==> config.mk <==
export PLATFORM = sky130hd
export DESIGN_NAME = hsc_top
export DESIGN_NICKNAME = d
export VERILOG_FILES = /design/src/pkg/hsc_pkg.sv /design/src/verilog/hsc_top.sv
export VERILOG_INCLUDE_DIRS = /design/src /design/src/pkg
export SDC_FILE = /design/constraint.sdc
export NUM_CORES = 1
export LEC_CHECK = 0
export BUFFER_PORTS_ARGS = -buffer_cell sky130_fd_sc_hd__buf_2
export CORE_MARGIN = 3
export CORE_UTILIZATION = 35
export CTS_CLUSTER_SIZE = 16
export DETAILED_ROUTE_END_ITERATION = 8
export GPL_ROUTABILITY_DRIVEN = 0
export SYNTH_ARGS = -nofsm -noshare
export SYNTH_HDL_FRONTEND = slang
export SYNTH_SLANG_ARGS = --single-unit
==> constraint.sdc <==
create_clock -name clock -period 2.3 [get_ports clock]
set_input_delay 0.115 -clock clock [delete_from_list [all_inputs] [get_ports clock]]
set_output_delay 0.115 -clock clock [all_outputs]
set_load 0.1 [all_outputs]
==> src/pkg/hsc_regs.svh <==
// Offsets, field positions, reset values and timing counts of the standby control
`ifndef HSC_REGS_SVH
`define HSC_REGS_SVH

// Register byte offsets, one aligned 32-bit word each
`define HSC_LSR_MODE_OFS 4'h0
`define HSC_CONFIG_OFS 4'h4
`define HSC_STATUS_OFS 4'h8

// Low-speed oscillator mode register fields
`define HSC_LSR_STOP_BIT 0
`define HSC_LSR_MODE_RST 1'h0

// Configuration register fields
`define HSC_CFG_STOPPABLE_BIT 0
`define HSC_CFG_WDT_LS_BIT 1
`define HSC_CFG_TMR_LS_BIT 2
`define HSC_CFG_STOPPABLE_RST 1'h0
`define HSC_CFG_WDT_LS_RST 1'h1
`define HSC_CFG_TMR_LS_RST 1'h0

// Status register fields
`define HSC_STS_HALTED_BIT 0
`define HSC_STS_OPT_WAIT_BIT 1
`define HSC_STS_WAKING_BIT 2
`define HSC_STS_LS_RUN_BIT 3
`define HSC_STS_CPU_CLK_BIT 4

// Timing
`define HSC_CLK_PERIOD_NS 5
`define HSC_OPT_REF_TYP_NS 544000
`define HSC_WAKE_VEC_CLKS 12
`define HSC_WAKE_NEXT_CLKS 4

`endif

==> src/pkg/hsc_pkg.sv <==
// Types shared by the standby control
package hsc_pkg;

    localparam int HSC_CNT_W = 24;

    typedef enum logic [2:0] {
        ST_OPT_WAIT,
        ST_RUN,
        ST_HALT,
        ST_WAKE_VEC,
        ST_WAKE_NEXT
    } hsc_state_type;

    typedef logic [HSC_CNT_W-1:0] hsc_cnt_type;
    typedef logic [31:0] hsc_word_type;

    typedef struct packed {
        hsc_state_type state;
        hsc_cnt_type cnt;
        logic cpu_clk_en;
        logic vec_start;
        logic next_start;
        logic rst_vec_start;
        logic lsr_stop;
        logic cfg_stoppable;
        logic cfg_wdt_ls;
        logic cfg_tmr_ls;
        logic ack;
        hsc_word_type rdata;
    } hsc_ctx_type;

endpackage

==> src/verilog/hsc_top.sv <==
// Light sleep (halt) standby control with Avalon-MM register access
//
// How it works
// Sleep instruction puts the device into halt.
// Pending unmasked request cancels halt at once.
// Processor clock gated; system clock keeps running.
// Port output latches hold their pre-halt value.
// Timers, converter, serial, detector keep running.
// Second timer stops only with stopped oscillator.
// System-clocked watchdog stops in halt.
// Only unmasked requests wake; mask one stays asleep.
// Wake with accept flag set: vectored servicing.
// Wake with accept flag clear: next instruction.
// Vectored wake takes 11 to 13 clocks.
// Non-vectored wake takes 3 to 5 clocks.
// Reset leaves halt via normal reset sequence.
// Processor held during option byte reference delay.
// Accept flag clear blocks servicing of requests.
// Registers, memory and ports kept across standby.
// Stop bit halts low-speed oscillator when permitted.
// Wake delay counted in system clocks, synchronous.
//
// Decided for this implementation: the Avalon-MM register port and the register offsets.
`timescale 1ns/10ps
`include "hsc_regs.svh"

module hsc_top #(
    parameter int NUM_IRQ = 8,
    parameter int OPT_REF_CYC = `HSC_OPT_REF_TYP_NS / `HSC_CLK_PERIOD_NS
) (
    input wire logic clock,
    input wire logic rst_b,
    // Processor side
    input wire logic halt_exec,
    output logic cpu_clk_en,
    output logic vector_start,
    output logic next_instr_start,
    output logic reset_vector_start,
    output logic port_latch_hold,
    // Interrupt logic side
    input wire logic [NUM_IRQ-1:0] irq_request_flag,
    input wire logic [NUM_IRQ-1:0] interrupt_mask_flag,
    input wire logic global_interrupt_accept_flag,
    // Clock and peripheral run controls
    output logic periph_clk_en,
    output logic low_speed_osc_run,
    output logic second_8bit_timer_run,
    output logic watchdog_run,
    // Avalon-MM slave
    input wire logic [3:0] avs_address,
    input wire logic avs_read,
    input wire logic avs_write,
    input wire logic [3:0] avs_byteenable,
    input wire logic [31:0] avs_writedata,
    output hsc_pkg::hsc_word_type avs_readdata,
    output logic avs_waitrequest
);
    import hsc_pkg::*;

    localparam hsc_cnt_type OPT_LOAD = hsc_cnt_type'(OPT_REF_CYC - 1);
    localparam hsc_cnt_type VEC_LOAD = hsc_cnt_type'(`HSC_WAKE_VEC_CLKS - 2);
    localparam hsc_cnt_type NEXT_LOAD = hsc_cnt_type'(`HSC_WAKE_NEXT_CLKS - 2);

    // Refused at elaboration: the pending mask and delay counter cannot serve these
    if (NUM_IRQ < 1 || NUM_IRQ > 64) begin : g_bad_num_irq
        $error("NUM_IRQ must lie in 1..64");
    end
    if (OPT_REF_CYC < 1 || OPT_REF_CYC >= (1 << HSC_CNT_W)) begin : g_bad_opt_ref
        $error("OPT_REF_CYC does not fit the delay counter");
    end

    hsc_ctx_type ctx_ff;
    hsc_ctx_type nxt_ctx;

    logic pend;
    logic ls_osc_on;
    logic bus_req;
    logic bus_done;
    logic halted;

    // Request flag set with mask flag clear, accept flag ignored
    function automatic logic irq_pending(
        input logic [NUM_IRQ-1:0] req,
        input logic [NUM_IRQ-1:0] mask
    );
        irq_pending = |(req & ~mask);
    endfunction

    // Start of a wake sequence: servicing only when acceptance enabled
    function automatic hsc_ctx_type start_wake(
        input hsc_ctx_type cur,
        input logic accept
    );
        hsc_ctx_type res;
        res = cur;
        res.cpu_clk_en = 1'h0;
        if (accept) begin
            res.state = ST_WAKE_VEC;
            res.cnt = VEC_LOAD;
        end else begin
            res.state = ST_WAKE_NEXT; // see R10
            res.cnt = NEXT_LOAD;
        end
        start_wake = res;
    endfunction

    assign pend = irq_pending(irq_request_flag, interrupt_mask_flag);
    assign halted = (ctx_ff.state == ST_HALT);

    // Stop bit only counts when the option allows software stopping
    assign ls_osc_on = ~(ctx_ff.cfg_stoppable & ctx_ff.lsr_stop);

    assign bus_req = avs_read | avs_write;
    assign bus_done = bus_req & ctx_ff.ack;

    // One wait state: readdata is captured before waitrequest falls
    assign avs_waitrequest = bus_req & ~ctx_ff.ack;
    assign avs_readdata = ctx_ff.rdata;

    always_comb begin
        nxt_ctx = ctx_ff;
        nxt_ctx.vec_start = 1'h0;
        nxt_ctx.next_start = 1'h0;
        nxt_ctx.rst_vec_start = 1'h0;

        // Sequencer
        unique case (ctx_ff.state)
            ST_OPT_WAIT: begin
                // Processor held while the option byte is referenced
                if (ctx_ff.cnt == '0) begin
                    nxt_ctx.state = ST_RUN;
                    nxt_ctx.cpu_clk_en = 1'h1;
                    nxt_ctx.rst_vec_start = 1'h1;
                end else begin
                    nxt_ctx.cnt = ctx_ff.cnt - hsc_cnt_type'(1);
                end
            end
            ST_RUN: begin
                if (halt_exec) begin
                    if (pend) begin
                        // Halt would be cleared at once, so skip it
                        nxt_ctx = start_wake(ctx_ff, global_interrupt_accept_flag);
                    end else begin
                        nxt_ctx.state = ST_HALT;
                        nxt_ctx.cpu_clk_en = 1'h0;
                    end
                end
            end
            ST_HALT: begin
                // Masked requests leave the device asleep
                if (pend) begin
                    nxt_ctx = start_wake(ctx_ff, global_interrupt_accept_flag);
                end
            end
            ST_WAKE_VEC: begin
                if (ctx_ff.cnt == '0) begin
                    nxt_ctx.state = ST_RUN;
                    nxt_ctx.cpu_clk_en = 1'h1;
                    nxt_ctx.vec_start = 1'h1; // see R09
                end else begin
                    nxt_ctx.cnt = ctx_ff.cnt - hsc_cnt_type'(1);
                end
            end
            ST_WAKE_NEXT: begin
                if (ctx_ff.cnt == '0) begin
                    nxt_ctx.state = ST_RUN;
                    nxt_ctx.cpu_clk_en = 1'h1;
                    nxt_ctx.next_start = 1'h1; // see R10
                end else begin
                    nxt_ctx.cnt = ctx_ff.cnt - hsc_cnt_type'(1);
                end
            end
            default: begin
                nxt_ctx.state = ST_RUN;
                nxt_ctx.cpu_clk_en = 1'h1;
            end
        endcase

        // Bus handshake
        nxt_ctx.ack = bus_req & ~ctx_ff.ack;

        // Read capture in the wait cycle
        if (avs_read & ~ctx_ff.ack) begin
            nxt_ctx.rdata = '0;
            unique case (avs_address)
                `HSC_LSR_MODE_OFS: begin
                    nxt_ctx.rdata[`HSC_LSR_STOP_BIT] = ctx_ff.lsr_stop;
                end
                `HSC_CONFIG_OFS: begin
                    nxt_ctx.rdata[`HSC_CFG_STOPPABLE_BIT] = ctx_ff.cfg_stoppable;
                    nxt_ctx.rdata[`HSC_CFG_WDT_LS_BIT] = ctx_ff.cfg_wdt_ls;
                    nxt_ctx.rdata[`HSC_CFG_TMR_LS_BIT] = ctx_ff.cfg_tmr_ls;
                end
                `HSC_STATUS_OFS: begin
                    nxt_ctx.rdata[`HSC_STS_HALTED_BIT] = halted;
                    nxt_ctx.rdata[`HSC_STS_OPT_WAIT_BIT] = (ctx_ff.state == ST_OPT_WAIT);
                    nxt_ctx.rdata[`HSC_STS_WAKING_BIT] = (ctx_ff.state == ST_WAKE_VEC) |
                        (ctx_ff.state == ST_WAKE_NEXT);
                    nxt_ctx.rdata[`HSC_STS_LS_RUN_BIT] = ls_osc_on;
                    nxt_ctx.rdata[`HSC_STS_CPU_CLK_BIT] = ctx_ff.cpu_clk_en;
                end
                default: begin
                    // Unmapped offsets read as zero
                    nxt_ctx.rdata = '0;
                end
            endcase
        end

        // Writes take effect on the edge where waitrequest is low
        if (avs_write & bus_done & avs_byteenable[0]) begin
            unique case (avs_address)
                `HSC_LSR_MODE_OFS: begin
                    nxt_ctx.lsr_stop = avs_writedata[`HSC_LSR_STOP_BIT];
                end
                `HSC_CONFIG_OFS: begin
                    nxt_ctx.cfg_stoppable = avs_writedata[`HSC_CFG_STOPPABLE_BIT];
                    nxt_ctx.cfg_tmr_ls = avs_writedata[`HSC_CFG_TMR_LS_BIT];
                    // System clock for the watchdog is refused when the
                    // oscillator cannot be stopped; it would freeze in halt
                    nxt_ctx.cfg_wdt_ls = avs_writedata[`HSC_CFG_WDT_LS_BIT] |
                        ~avs_writedata[`HSC_CFG_STOPPABLE_BIT];
                end
                default: begin
                    // Status and unmapped offsets ignore writes
                    nxt_ctx.lsr_stop = ctx_ff.lsr_stop;
                end
            endcase
        end
    end

    always_ff @(posedge clock) begin
        if (!rst_b) begin
            // Reset also releases halt into the normal start-up path
            ctx_ff.state <= ST_OPT_WAIT;
            ctx_ff.cnt <= OPT_LOAD;
            ctx_ff.cpu_clk_en <= 1'h0;
            ctx_ff.vec_start <= 1'h0;
            ctx_ff.next_start <= 1'h0;
            ctx_ff.rst_vec_start <= 1'h0;
            ctx_ff.lsr_stop <= `HSC_LSR_MODE_RST;
            ctx_ff.cfg_stoppable <= `HSC_CFG_STOPPABLE_RST;
            ctx_ff.cfg_wdt_ls <= `HSC_CFG_WDT_LS_RST;
            ctx_ff.cfg_tmr_ls <= `HSC_CFG_TMR_LS_RST;
            ctx_ff.ack <= 1'h0;
            ctx_ff.rdata <= '0;
        end else begin
            ctx_ff <= nxt_ctx;
        end
    end

    // Outputs
    assign cpu_clk_en = ctx_ff.cpu_clk_en; // see R03
    assign vector_start = ctx_ff.vec_start;
    assign next_instr_start = ctx_ff.next_start;
    assign reset_vector_start = ctx_ff.rst_vec_start;

    // Gating only the processor clock leaves all state untouched
    assign port_latch_hold = ~ctx_ff.cpu_clk_en; // see R04

    // Peripherals see a clock except while reset start-up holds them
    assign periph_clk_en = (ctx_ff.state != ST_OPT_WAIT);

    assign low_speed_osc_run = ls_osc_on;

    // Peripheral-clocked timer always runs; low-speed source needs oscillator
    assign second_8bit_timer_run = ~ctx_ff.cfg_tmr_ls | ls_osc_on;

    // Low-speed clocked watchdog runs while the oscillator runs; system-clocked one stops in halt
    assign watchdog_run = ctx_ff.cfg_wdt_ls ? ls_osc_on : ~halted;

endmodule // hsc_top

# Word level (Yosys, flattened, before mapping)
# Cells that the tools add are included.
[totals] in_bits=62 reg_bits=41 wordCells=85 output_inout_bits=42
[op_classes] n_reduce_logical=12 n_eq_ne=16 n_addsub=1 bitwise=18 mux=26
[op_table] cell="2-to-1 mux 68 bit" count=2
[op_table] cell="one-hot mux 37 bit (2 select lines)" count=1
[op_table] cell="one-hot mux 24 bit (3 select lines)" count=1
[op_table] cell="2-to-1 mux 24 bit" count=2
[op_table] cell="2-to-1 mux 40 bit" count=1
[op_table] cell="2-to-1 mux 27 bit" count=1
[op_table] cell="logical NOT 24 bit" count=1
[op_table] cell="subtractor 24 x 1 -> 24 bit, second input constant" count=1
[op_table] cell="inequality test 2 bit, second input constant" count=6
[op_table] cell="one-hot mux 1 bit (3 select lines)" count=4
[op_table] cell="2-to-1 mux 3 bit" count=3
[op_table] cell="one-hot mux 3 bit (3 select lines)" count=1
[op_table] cell="AND 8 bit" count=1
[op_table] cell="inverter 8 bit" count=1
[op_table] cell="OR reduction 8 bit" count=1
[op_table] cell="AND 1 bit" count=6
[op_table] cell="equality test 3 x 2 -> 1 bit, second input constant" count=2
[op_table] cell="inverter 1 bit" count=6
[op_table] cell="nonzero test 3 bit" count=2
[op_table] cell="2-to-1 mux 5 bit" count=1
[op_table] cell="AND reduction 5 bit" count=1
[op_table] cell="equality test 4 x 3 -> 1 bit, second input constant" count=1
[op_table] cell="equality test 4 bit, second input constant" count=1
[op_table] cell="logical NOT 4 bit" count=1
[op_table] cell="other kinds (18)" count=25

# Depth between registers and ports, before layout
# Gate-level depths: netlist of the first run.
[logic_depth] depth_word=8 depth_mapped=10 mapped_depth_nobuf=8

# Worst setup path after synthesis of the first run
# OpenSTA, ideal clock, no wires.
[synth_path] path_type="flip-flop to output port" start="register ctx_ff[35] in the netlist's numbering" end="output port watchdog_run" stages_incl_launch_ff=4 n_path_buf=0 arrival_ps=2634 required_time_ps=2185 path_slack_ps=-449 path_cell_list="dfxtp_1 > nand2_1 > nor2_1 > a31oi_1"
[synth_via] elab_chain_len=3
[synth_rtl] item="from (decl)" line_no="hsc_top.sv:72" source="hsc_ctx_type ctx_ff;"
[synth_rtl] item="from (signal assigned)" line_no="hsc_top.sv:247" source="ctx_ff <= nxt_ctx;"
[synth_rtl] item="AND 1 bit" line_no="hsc_top.sv:111" source="assign ls_osc_on = ~(ctx_ff.cfg_stoppable & ctx_ff.lsr_stop);"
[synth_rtl] item="inverter 1 bit" line_no="hsc_top.sv:111"
[synth_rtl] item="net low_speed_osc_run" line_no="hsc_top.sv:46" source="output logic low_speed_osc_run,"
[synth_rtl] item="2-to-1 mux 1 bit" line_no="hsc_top.sv:269" source="assign watchdog_run = ctx_ff.cfg_wdt_ls ? ls_osc_on : ~halted;"
[synth_rtl] item="to (decl)" line_no="hsc_top.sv:48" source="output logic watchdog_run,"
# The timed path passes the listed nets, and every way through them passes these cells.

# Worst setup path after layout of the first run
[layout_path] start="register ctx_ff[58] in the netlist's numbering" end="register ctx_ff[42] in the netlist's numbering"
[layout_via] elab_chain_len=3
[layout_rtl] item="logical NOT 24 bit" line_no="hsc_top.sv:130, hsc_top.sv:156, hsc_top.sv:165"
[layout_rtl] item="inequality test 2 bit (no source line)"
[layout_rtl] item="AND reduction 5 bit (no source line)"
# Every way passes these cells.
# A chain may end at the register's enable or synchronous reset.

==> impl_metrics.toml, run 1 <==
[worst_hold_path]
worstHoldPathType = "primary input to flop"
hold-path-cell-count = 3

[yosys]
synth_seq_cells = 41
synthFlopType = "dfxtp_1"
yosysSeqAreaShare = 0.3277
synthDistinctLibCells = 51
postSynthAreaPerCell_um2 = 7.952
netlist_instances = 315
synth_warnings = 0
async_flop_share = 0
synth_area_mm2 = 0.002505
synth-edff-count = 0

[floorplan]
die_x_um = 90.60
core_area_mm2 = 0.006869
dieArea_mm2 = 0.008208
dieHeight_um = 90.60
io_pins = 104
rows = 30
start_util = 0.3647

[routing]
via_per_inst = 5.023
drt_iter0_markers = 99
dr_total_vias = 2406
drc = 0
drtPass1Iterations = 4
wl_per_cell_um = 12.76
ant_nets = 0
routed_wl_um = 6114

[worst_setup_path]
reg2reg_slack_ns = 0.08
worstPathRequired_ns = 2.47
crit_path_start_kind = "flop"
cp-end-kind = "flop"
r2r_cells = 7
cp_max_fo = 4
path_class = "flop to flop"
cp.arrival_ns = 2.39

[finish]
final_area_mm2 = 0.003102
fill_cells = 707
seq_area_um2 = 824.5
antenna_cells = 0
fin_nets = 445
layout-drive-gt1-share = 0.2768
utilization = 0.4515
syn_to_final_growth_pct = 23.83
multi_input_area_mm2 = 0.001491

[grt]
antenna_found_initial = 0
grt_usage = 0.1469
grt_max_degree = 30
grt_pass1_wl_um = 10200
grt-ovfl-total = 0
first_global_vias = 2220

[sta]
min_period_ns = 2.220
min_period_over_period = 0.9652
setup_violations = 0
fin_worst_skew_ns = 0.004312
fmax_ghz = 0.4505
worst_slew_pin_slew_ns = 0.5843
max_slew_margin = 0.6050
tns_ns = 0
rsz0062_at_grt = "true"
drv_slew = 0
holdWs_ns = 0.08419
hold_viol = 0

[clocking]
cts_buffer_depth = 2
clk_latency_ns = 0.29
path_clk_slew_ns = 0.08
htree_levels = 2
numClockSinks = 41
cts_made_buffers = 5
cts_tree = "yes"
ctsRootBufferMaster = "clkbuf_8"
cts_hold_buf = 0

[placement]
placed_area_mm2 = 0.002894
hpwl_um = 4495
place.port_buffers = 44

[power_and_ir_drop]
irDropWorstVdd_v = 0.0002356
powerDensity_mw_per_mm2 = 571.9
cellLeakagePower_nw = 1.310

[flow_run]
cap_viol_max_count = 0

[status]
outcome = "finished, final reports clean"
[layout make-up]
type,count,share of cell area
Clock inverter,3,0.02219
Timing Repair Buffer,78,0.1557
Clock buffer,5,0.02219
Sequential cell,41,0.2658
Tap cell,96,0.03873
Multi-Input combinational cell,245,0.4808
Inverter,11,0.01452
[metrics by stage]
stage	worst slack, ns	instances	power (mW)
floorplan	0.05153	341	1.067
global placement	-0.03905	468	1.078
detailed placement	-0.06421	468	1.080
CTS	-0.02794	477	1.793
global route	-0.01485	479	1.832
finish	0.08008	479	1.774
[synth_stat cells, types with 5 or more instances]
library cell | number | area, µm²
nand2_1 | 22 | 82.58
dfxtp_1 | 41 | 820.8
or3_1 | 6 | 37.54
o21ai_0 | 21 | 105.1
o211ai_1 | 7 | 52.55
a21oi_1 | 18 | 90.09
nor3_1 | 8 | 40.04
a21boi_0 | 5 | 37.54
xnor2_1 | 5 | 43.79
nand3_1 | 10 | 50.05
nor2b_1 | 7 | 43.79
clkbuf_1 | 8 | 30.03
nand2b_1 | 9 | 56.30
buf_4 | 33 | 247.7
inv_1 | 11 | 41.29
nor2_1 | 31 | 116.4
[registers in the layout, indices dropped and copies added, names as in the netlist]
name,count
vector_start,1
cpu_clk_en,1
avs_readdata,5
ctx_ff,32
reset_vector_start,1
next_instr_start,1
[path summary, 6_finish.rpt]
kind	end	from
hold / removal	ctx_ff[33]	avs_writedata[2]
setup reg to reg	ctx_ff[42]	ctx_ff[58]
setup / recovery	ctx_ff[42]	ctx_ff[58]
hold reg to reg	next_instr_start	next_instr_start
[layout by cell type (no fill, tap or decap), types with 3 or more instances in the layout]
master	netlist	routed
a21boi_0	5	5
a211oi_1	4	3
nand3_1	10	9
inv_1	11	10
nand2_1	22	21
or4_1	3	3
buf_4	33	32
nand2b_1	9	9
a21oi_1	18	18
dfxtp_2	0	3
o21ai_0	21	19
nor3_1	8	8
or3_1	6	6
nor2b_1	7	7
mux2i_1	3	3
buf_2	1	44
dfxtp_1	41	38
o21ai_1	2	3
a31oi_1	4	3
a22oi_1	3	3
clkbuf_8	0	5
o21a_1	3	3
and2_1	4	3
nor2_1	31	31
conb_1	1	27
nor4_1	4	4
nand3b_1	4	4
o31ai_1	3	3
xnor2_1	5	5
o211ai_1	7	7
[logic make-up after synthesis]
family | share of synthesized area
and+or+nand+nor | 0.2672
AOI/OAI and AO/OA | 0.2293
buffers and inverters | 0.1354
DFF | 0.3277
xor gates and xnor gates | 0.01748
muxes | 0.01648
adders and majority gates | 0.004994
other | 0.001497
[worst max-delay path: stages, from the launching register on]
cell	delay (ns)
dfxtp_2	0.32
or4_4	0.53
or3_4	0.38
o41ai_4	0.30
and2_4	0.24
buf_4	0.13
a221o_1	0.10
o211ai_1	0.08
[where the power goes]
part / leakage [nW] / switching, mW / internal, mW
Sequential: 0.334 / 0.00738 / 0.719
Combinational: 0.908 / 0.287 / 0.0540
Clock: 0.0687 / 0.269 / 0.437
Total: 1.31 / 0.564 / 1.21
[what timing repair did]
| action | 4_1_cts | 5_1_grt |
|---|---|---|
| buffers inserted | 1 | 1 |
| gates cloned | 0 | 1 |
| resized for setup | 3 | 16 |
| pin swaps | 1 | 4 |
| endpoints found under the setup margin | 16 | 31 |
[routing by layer]
layer  GRT usage  up-vias  wire length [µm]
met2      0.2347       76              2748
met5           0        -                 0
met3     0.03083        2               405
li1            -     1217                 -
met1      0.2006     1111              2922
met4     0.03827        0                37
No activity file was read; power rests on OpenSTA's default activity.
==> inputs of run 2 (changes only) <==
- CORE_ASPECT_RATIO: default -> 0.8
- CORE_UTILIZATION: 35 -> 44
- PLACE_DENSITY: default -> 0.77
==> impl_metrics.toml, run 2 (synthesis gave the netlist of run 1 again) <==
[grt]
grt-ovfl-total = 0
grt_max_degree = 23
grt_pass1_wl_um = 9963
antenna_found_initial = 0
first_global_vias = 2150
grt_usage = 0.1850

[routing]
wl_met2_um = 2790
dr_total_vias = 2443
wl_per_cell_um = 14.02
route.met3.wl_um = 464
routed_wl_um = 6338
ant_nets = 0
met1_length_um = 2966
drt_iter0_markers = 189
drtPass1Iterations = 5
via_per_inst = 5.405
drc = 0
top_layer_used = "met4"

[finish]
layout.cells.non_filler = 452
layout-drive-gt1-share = 0.2546
final_cell_mix = "buf_2, dfxtp_1, nor2_1, conb_1, buf_4"
top_register = "ctx_ff"
layout_commonest_cell = "buf_2"
fill_cells = 485
fin_nets = 439
antenna_cells = 0
seq_area_um2 = 822.0
multi_input_area_mm2 = 0.001483
largest_reg_flops = 32
syn_to_final_growth_pct = 20.68
final_area_mm2 = 0.003023

[worst_hold_path]
worstHoldPathType = "primary input to flop"
whs_endpoint = "ctx_ff[33]"
hold-path-cell-count = 3
hold_path_startpoint = "avs_writedata[2]"

[clocking]
ctsRootBufferMaster = "clkbuf_8"
numClockSinks = 41
cts_hold_buf = 0
cts_tree = "yes"
clk_latency_ns = 0.30
cts_made_buffers = 5
htree_levels = 2
path_clk_slew_ns = 0.08
cts_buffer_depth = 2

[sta]
drv_slew = 0
worst_slew_pin_slew_ns = 0.8487
fin_worst_skew_ns = 0.008027
min_period_over_period = 0.9854
hold_viol = 0
rsz0062_at_grt = "true"
setup_violations = 0
fmax_ghz = 0.4412
max_slew_margin = 0.4262
min_period_ns = 2.266

[floorplan]
die_x_um = 90.36
start_util = 0.4783
io_pins = 104
dieArea_mm2 = 0.006640
core_area_mm2 = 0.005238
rows = 23
dieHeight_um = 73.49

[worst_setup_path]
reg2reg_slack_ns = 0.03
cp_max_fo = 7
crit_path_start_kind = "flop"
cp-end-kind = "flop"
r2r_end = "ctx_ff[67]"
timing.rr.start = "ctx_ff[58]"
path_class = "flop to flop"
cp.arrival_ns = 2.52
r2r_cells = 8
worstPathRequired_ns = 2.55

[placement]
placed_cells = 442
placed_area_mm2 = 0.002843
place.port_buffers = 44
hpwl_um = 4537

[power_and_ir_drop]
p_total_mw = 1.677
powerDensity_mw_per_mm2 = 554.8
irDropWorstVdd_v = 0.0002257
cellLeakagePower_nw = 1.268

[flow_run]
cap_viol_max_count = 0

[status]
outcome = "finished, final reports clean"
[run 2: changes by cell type in the layout (fill, tap and decap cells not counted), sizes merged]
cell      previous run  this run
buf                 78        72
bufinv               2         1
clkbuf               5         6
clkinvlp             1         2
inv                 11        10
[run 2: worst max-delay path, stage by stage (launching register included)]
cell and delay (ns):
dfxtp_1 0.32, or4_4 0.53, or3_4 0.39, nor4_4 0.29
buf_4 0.18, buf_12 0.11, nor2_1 0.03, o32a_1 0.29
nor2_1 0.08
[run 2: stage by stage]
stage	util	setup TNS [ns]	worst slack [ns]	hold slack, ns
after global routing	0.5772	-0.09270	-0.02770	0.07813
after floorplan	-	0	0.05153	0.2812
after global placement	0.5428	0	0.003833	0.3892
after detailed placement	0.5428	-0.03488	-0.02022	0.3874
final	0.5772	0	0.03356	0.08001
after CTS	0.5678	0	0.001365	0.07199
[run 2: layout make-up]
| type | instances | area share |
|---|---|---|
| Clock buffer | 6 | 0.02732 |
| Multi-Input combinational cell | 245 | 0.4905 |
| Clock inverter | 2 | 0.01242 |
| Inverter | 11 | 0.01490 |
| Sequential cell | 41 | 0.2719 |
| Timing Repair Buffer | 72 | 0.1519 |
| Tap cell | 75 | 0.03104 |
[run 2: timing repair]
| item | in CTS | in global routing |
|---|---|---|
| endpoints found under the setup margin | 8 | 21 |
| setup buffers | 0 | 2 |
| pin swaps | 1 | 3 |
| gates resized for setup | 4 | 5 |
[run 2: worst max path at each step]
stage                           from         end  slack [ns]  depth (start not counted)
after floorplan           ctx_ff[58]  ctx_ff[44]        0.05                          8
after global routing      ctx_ff[58]  ctx_ff[53]       -0.03                          7
after CTS                 ctx_ff[58]  ctx_ff[42]       0.001                          7
after detailed placement  ctx_ff[58]  cpu_clk_en       -0.02                          6
after global placement    ctx_ff[58]  ctx_ff[42]       0.004                          7
final                     ctx_ff[58]  ctx_ff[67]        0.03                          8
[run 2: layer usage]
layer	GRT usage	up-vias
met4	0.06791	0
met5	0	-
li1	-	1190
met1	0.2563	1131
met2	0.2823	112
met3	0.04401	10
[run 2: power by group]
part	internal, mW	switching [mW]
Clock	0.353	0.259
Combinational	0.0504	0.286
Sequential	0.719	0.00910
Total	1.12	0.555
==> inputs of run 3 (changes only) <==
- CORE_MARGIN: 3 -> 2
- MAX_ROUTING_LAYER: default -> met4
==> impl_metrics.toml, run 3 (synthesis gave the netlist of run 1 again) <==
[status]
outcome = "complete, but fails checks"
violations = "negative setup slack"

[grt]
antenna_found_initial = 0
grt_max_degree = 18
grt-ovfl-total = 0
grt_usage = 0.2144
first_global_vias = 2294
grt_pass1_wl_um = 10330

[sta]
min_period_ns = 2.334
rsz0062_at_grt = "true"
hold_viol = 0
min_period_over_period = 1.015
drv_slew = 0
fin_worst_skew_ns = 0.01248
fmax_ghz = 0.4284
setup_violations = 1
tns_ns = -0.03442
max_slew_margin = 0.4787
worst_slew_pin_slew_ns = 0.7710
setup_slack_ns = -0.03442

[finish]
top_register = "ctx_ff"
antenna_cells = 0
layout-drive-gt1-share = 0.2593
layout.cells.non_filler = 456
layout_commonest_cell = "buf_2"
final_cell_mix = "buf_2, dfxtp_1, nor2_1, buf_4, conb_1"
fin_nets = 440
syn_to_final_growth_pct = 19.83
largest_reg_flops = 32
fill_cells = 513

[worst_setup_path]
path_cells = "or4_4, or3_4, nor4_4, buf_4, nor2_1, o32a_1, nor2_1"
critPathTopFamily = "simple AND/OR/NAND/NOR gates"
crit_slowest_cell = "or4_4"
crit_path_start_kind = "flop"
cpMostUsedCell = "nor2_1"
cp-end-kind = "flop"
r2r_cells = 7
cp.arrival_ns = 2.59
worstPathRequired_ns = 2.55
path_depth = 7
path_class = "flop to flop"
cp_max_fo = 4
crit_buf_inv = 1
slowest_delay_ns = 0.54

[floorplan]
core_area_mm2 = 0.005465
rows = 24
start_util = 0.4583
dieArea_mm2 = 0.006316
die_x_um = 88.36
dieHeight_um = 71.49
io_pins = 104

[power_and_ir_drop]
cellLeakagePower_nw = 1.263
powerDensity_mw_per_mm2 = 554.7
irDropWorstVdd_v = 0.0003058
p_clk_frac = 0.363
swShare = 0.3432
intPower_mw = 1.094
power_switching_mw = 0.5715
p_comb_frac = 0.199
power_frac_seq = 0.438

[placement]
hpwl_um = 4593
placed_cells = 444
place.port_buffers = 44

[routing]
drt_iter0_markers = 219
wl_per_cell_um = 13.79
drtPass1Iterations = 4
ant_nets = 0
routed_wl_um = 6288
via_per_inst = 5.349
dr_total_vias = 2439
drc = 0

[clocking]
path_clk_slew_ns = 0.09
clk_latency_ns = 0.31
cts_tree = "yes"
cts_hold_buf = 0
cts_made_buffers = 5
ctsRootBufferMaster = "clkbuf_8"
htree_levels = 2
numClockSinks = 41
cts_buffer_depth = 2

[flow_run]
cap_viol_max_count = 0

[worst_hold_path]
hold-path-cell-count = 3
worstHoldPathType = "primary input to flop"
-- run 3: metrics by stage --
step / hold slack (ns) / utilization / power [mW] / worst slack, ns / instance area [µm²]
after floorplan: 0.2812 / - / 1.067 / 0.05153 / 2619
after global placement: 0.3890 / 0.5172 / 1.070 / 0.02868 / 2826
after detailed placement: 0.3906 / 0.5172 / 1.074 / -0.02928 / 2826
after CTS: 0.06904 / 0.5382 / 1.667 / -0.01507 / 2942
after global routing: 0.05493 / 0.5492 / 1.720 / -0.09570 / 3002
final: 0.06813 / 0.5492 / 1.665 / -0.03442 / 3002
-- run 3: area by class of cell --
cell class,count,area [µm²],area share
clock buffer,5,68.82,0.02293
clock inverter,3,46.29,0.01542
inverter,11,45.04,0.01501
multi-input combinational,245,1479,0.4927
sequential,41,823.3,0.2743
tap,78,97.59,0.03251
timing repair buffer,73,441.7,0.1471
-- run 3: power by group through the flow --
stage	clock (mW)	combinational, mW	sequential, mW
CTS	0.609	0.329	0.729
finish	0.604	0.331	0.730
global placement	0	0.325	0.745
global route	0.642	0.347	0.731
floorplan	0	0.325	0.743
detailed placement	0	0.329	0.746
-- run 3: repair_timing --
| action | 4_1_cts | 5_1_grt |
|---|---|---|
| setup endpoints to repair | 9 | 30 |
| pin swaps | 2 | 6 |
| buffers inserted | 0 | 4 |
| resized for setup | 0 | 12 |
| hold endpoints to repair | 0 | 0 |
-- run 3: per-layer routing --
| layer | wire length (µm) | vias up | global-route usage |
|---|---|---|---|
| met5 | 0 | - | - |
| met4 | 137 | 0 | 0.08586 |
| met3 | 358 | 11 | 0.05530 |
| met2 | 2889 | 86 | 0.3175 |
| met1 | 2903 | 1132 | 0.2798 |
| li1 | - | 1210 | - |
-- run 3: tightest hold or removal path: stages --
cell	delay, ns
buf_2	0.07
mux2i_1	0.06
nor2b_1	0.10
-- run 3: final timing paths --
path | startpoint | to | slack, ns
min reg2reg | next_instr_start | next_instr_start | 0.45
max reg2reg | ctx_ff[58] | ctx_ff[67] | -0.03
min | avs_writedata[2] | ctx_ff[33] | 0.07
max | ctx_ff[58] | ctx_ff[67] | -0.03
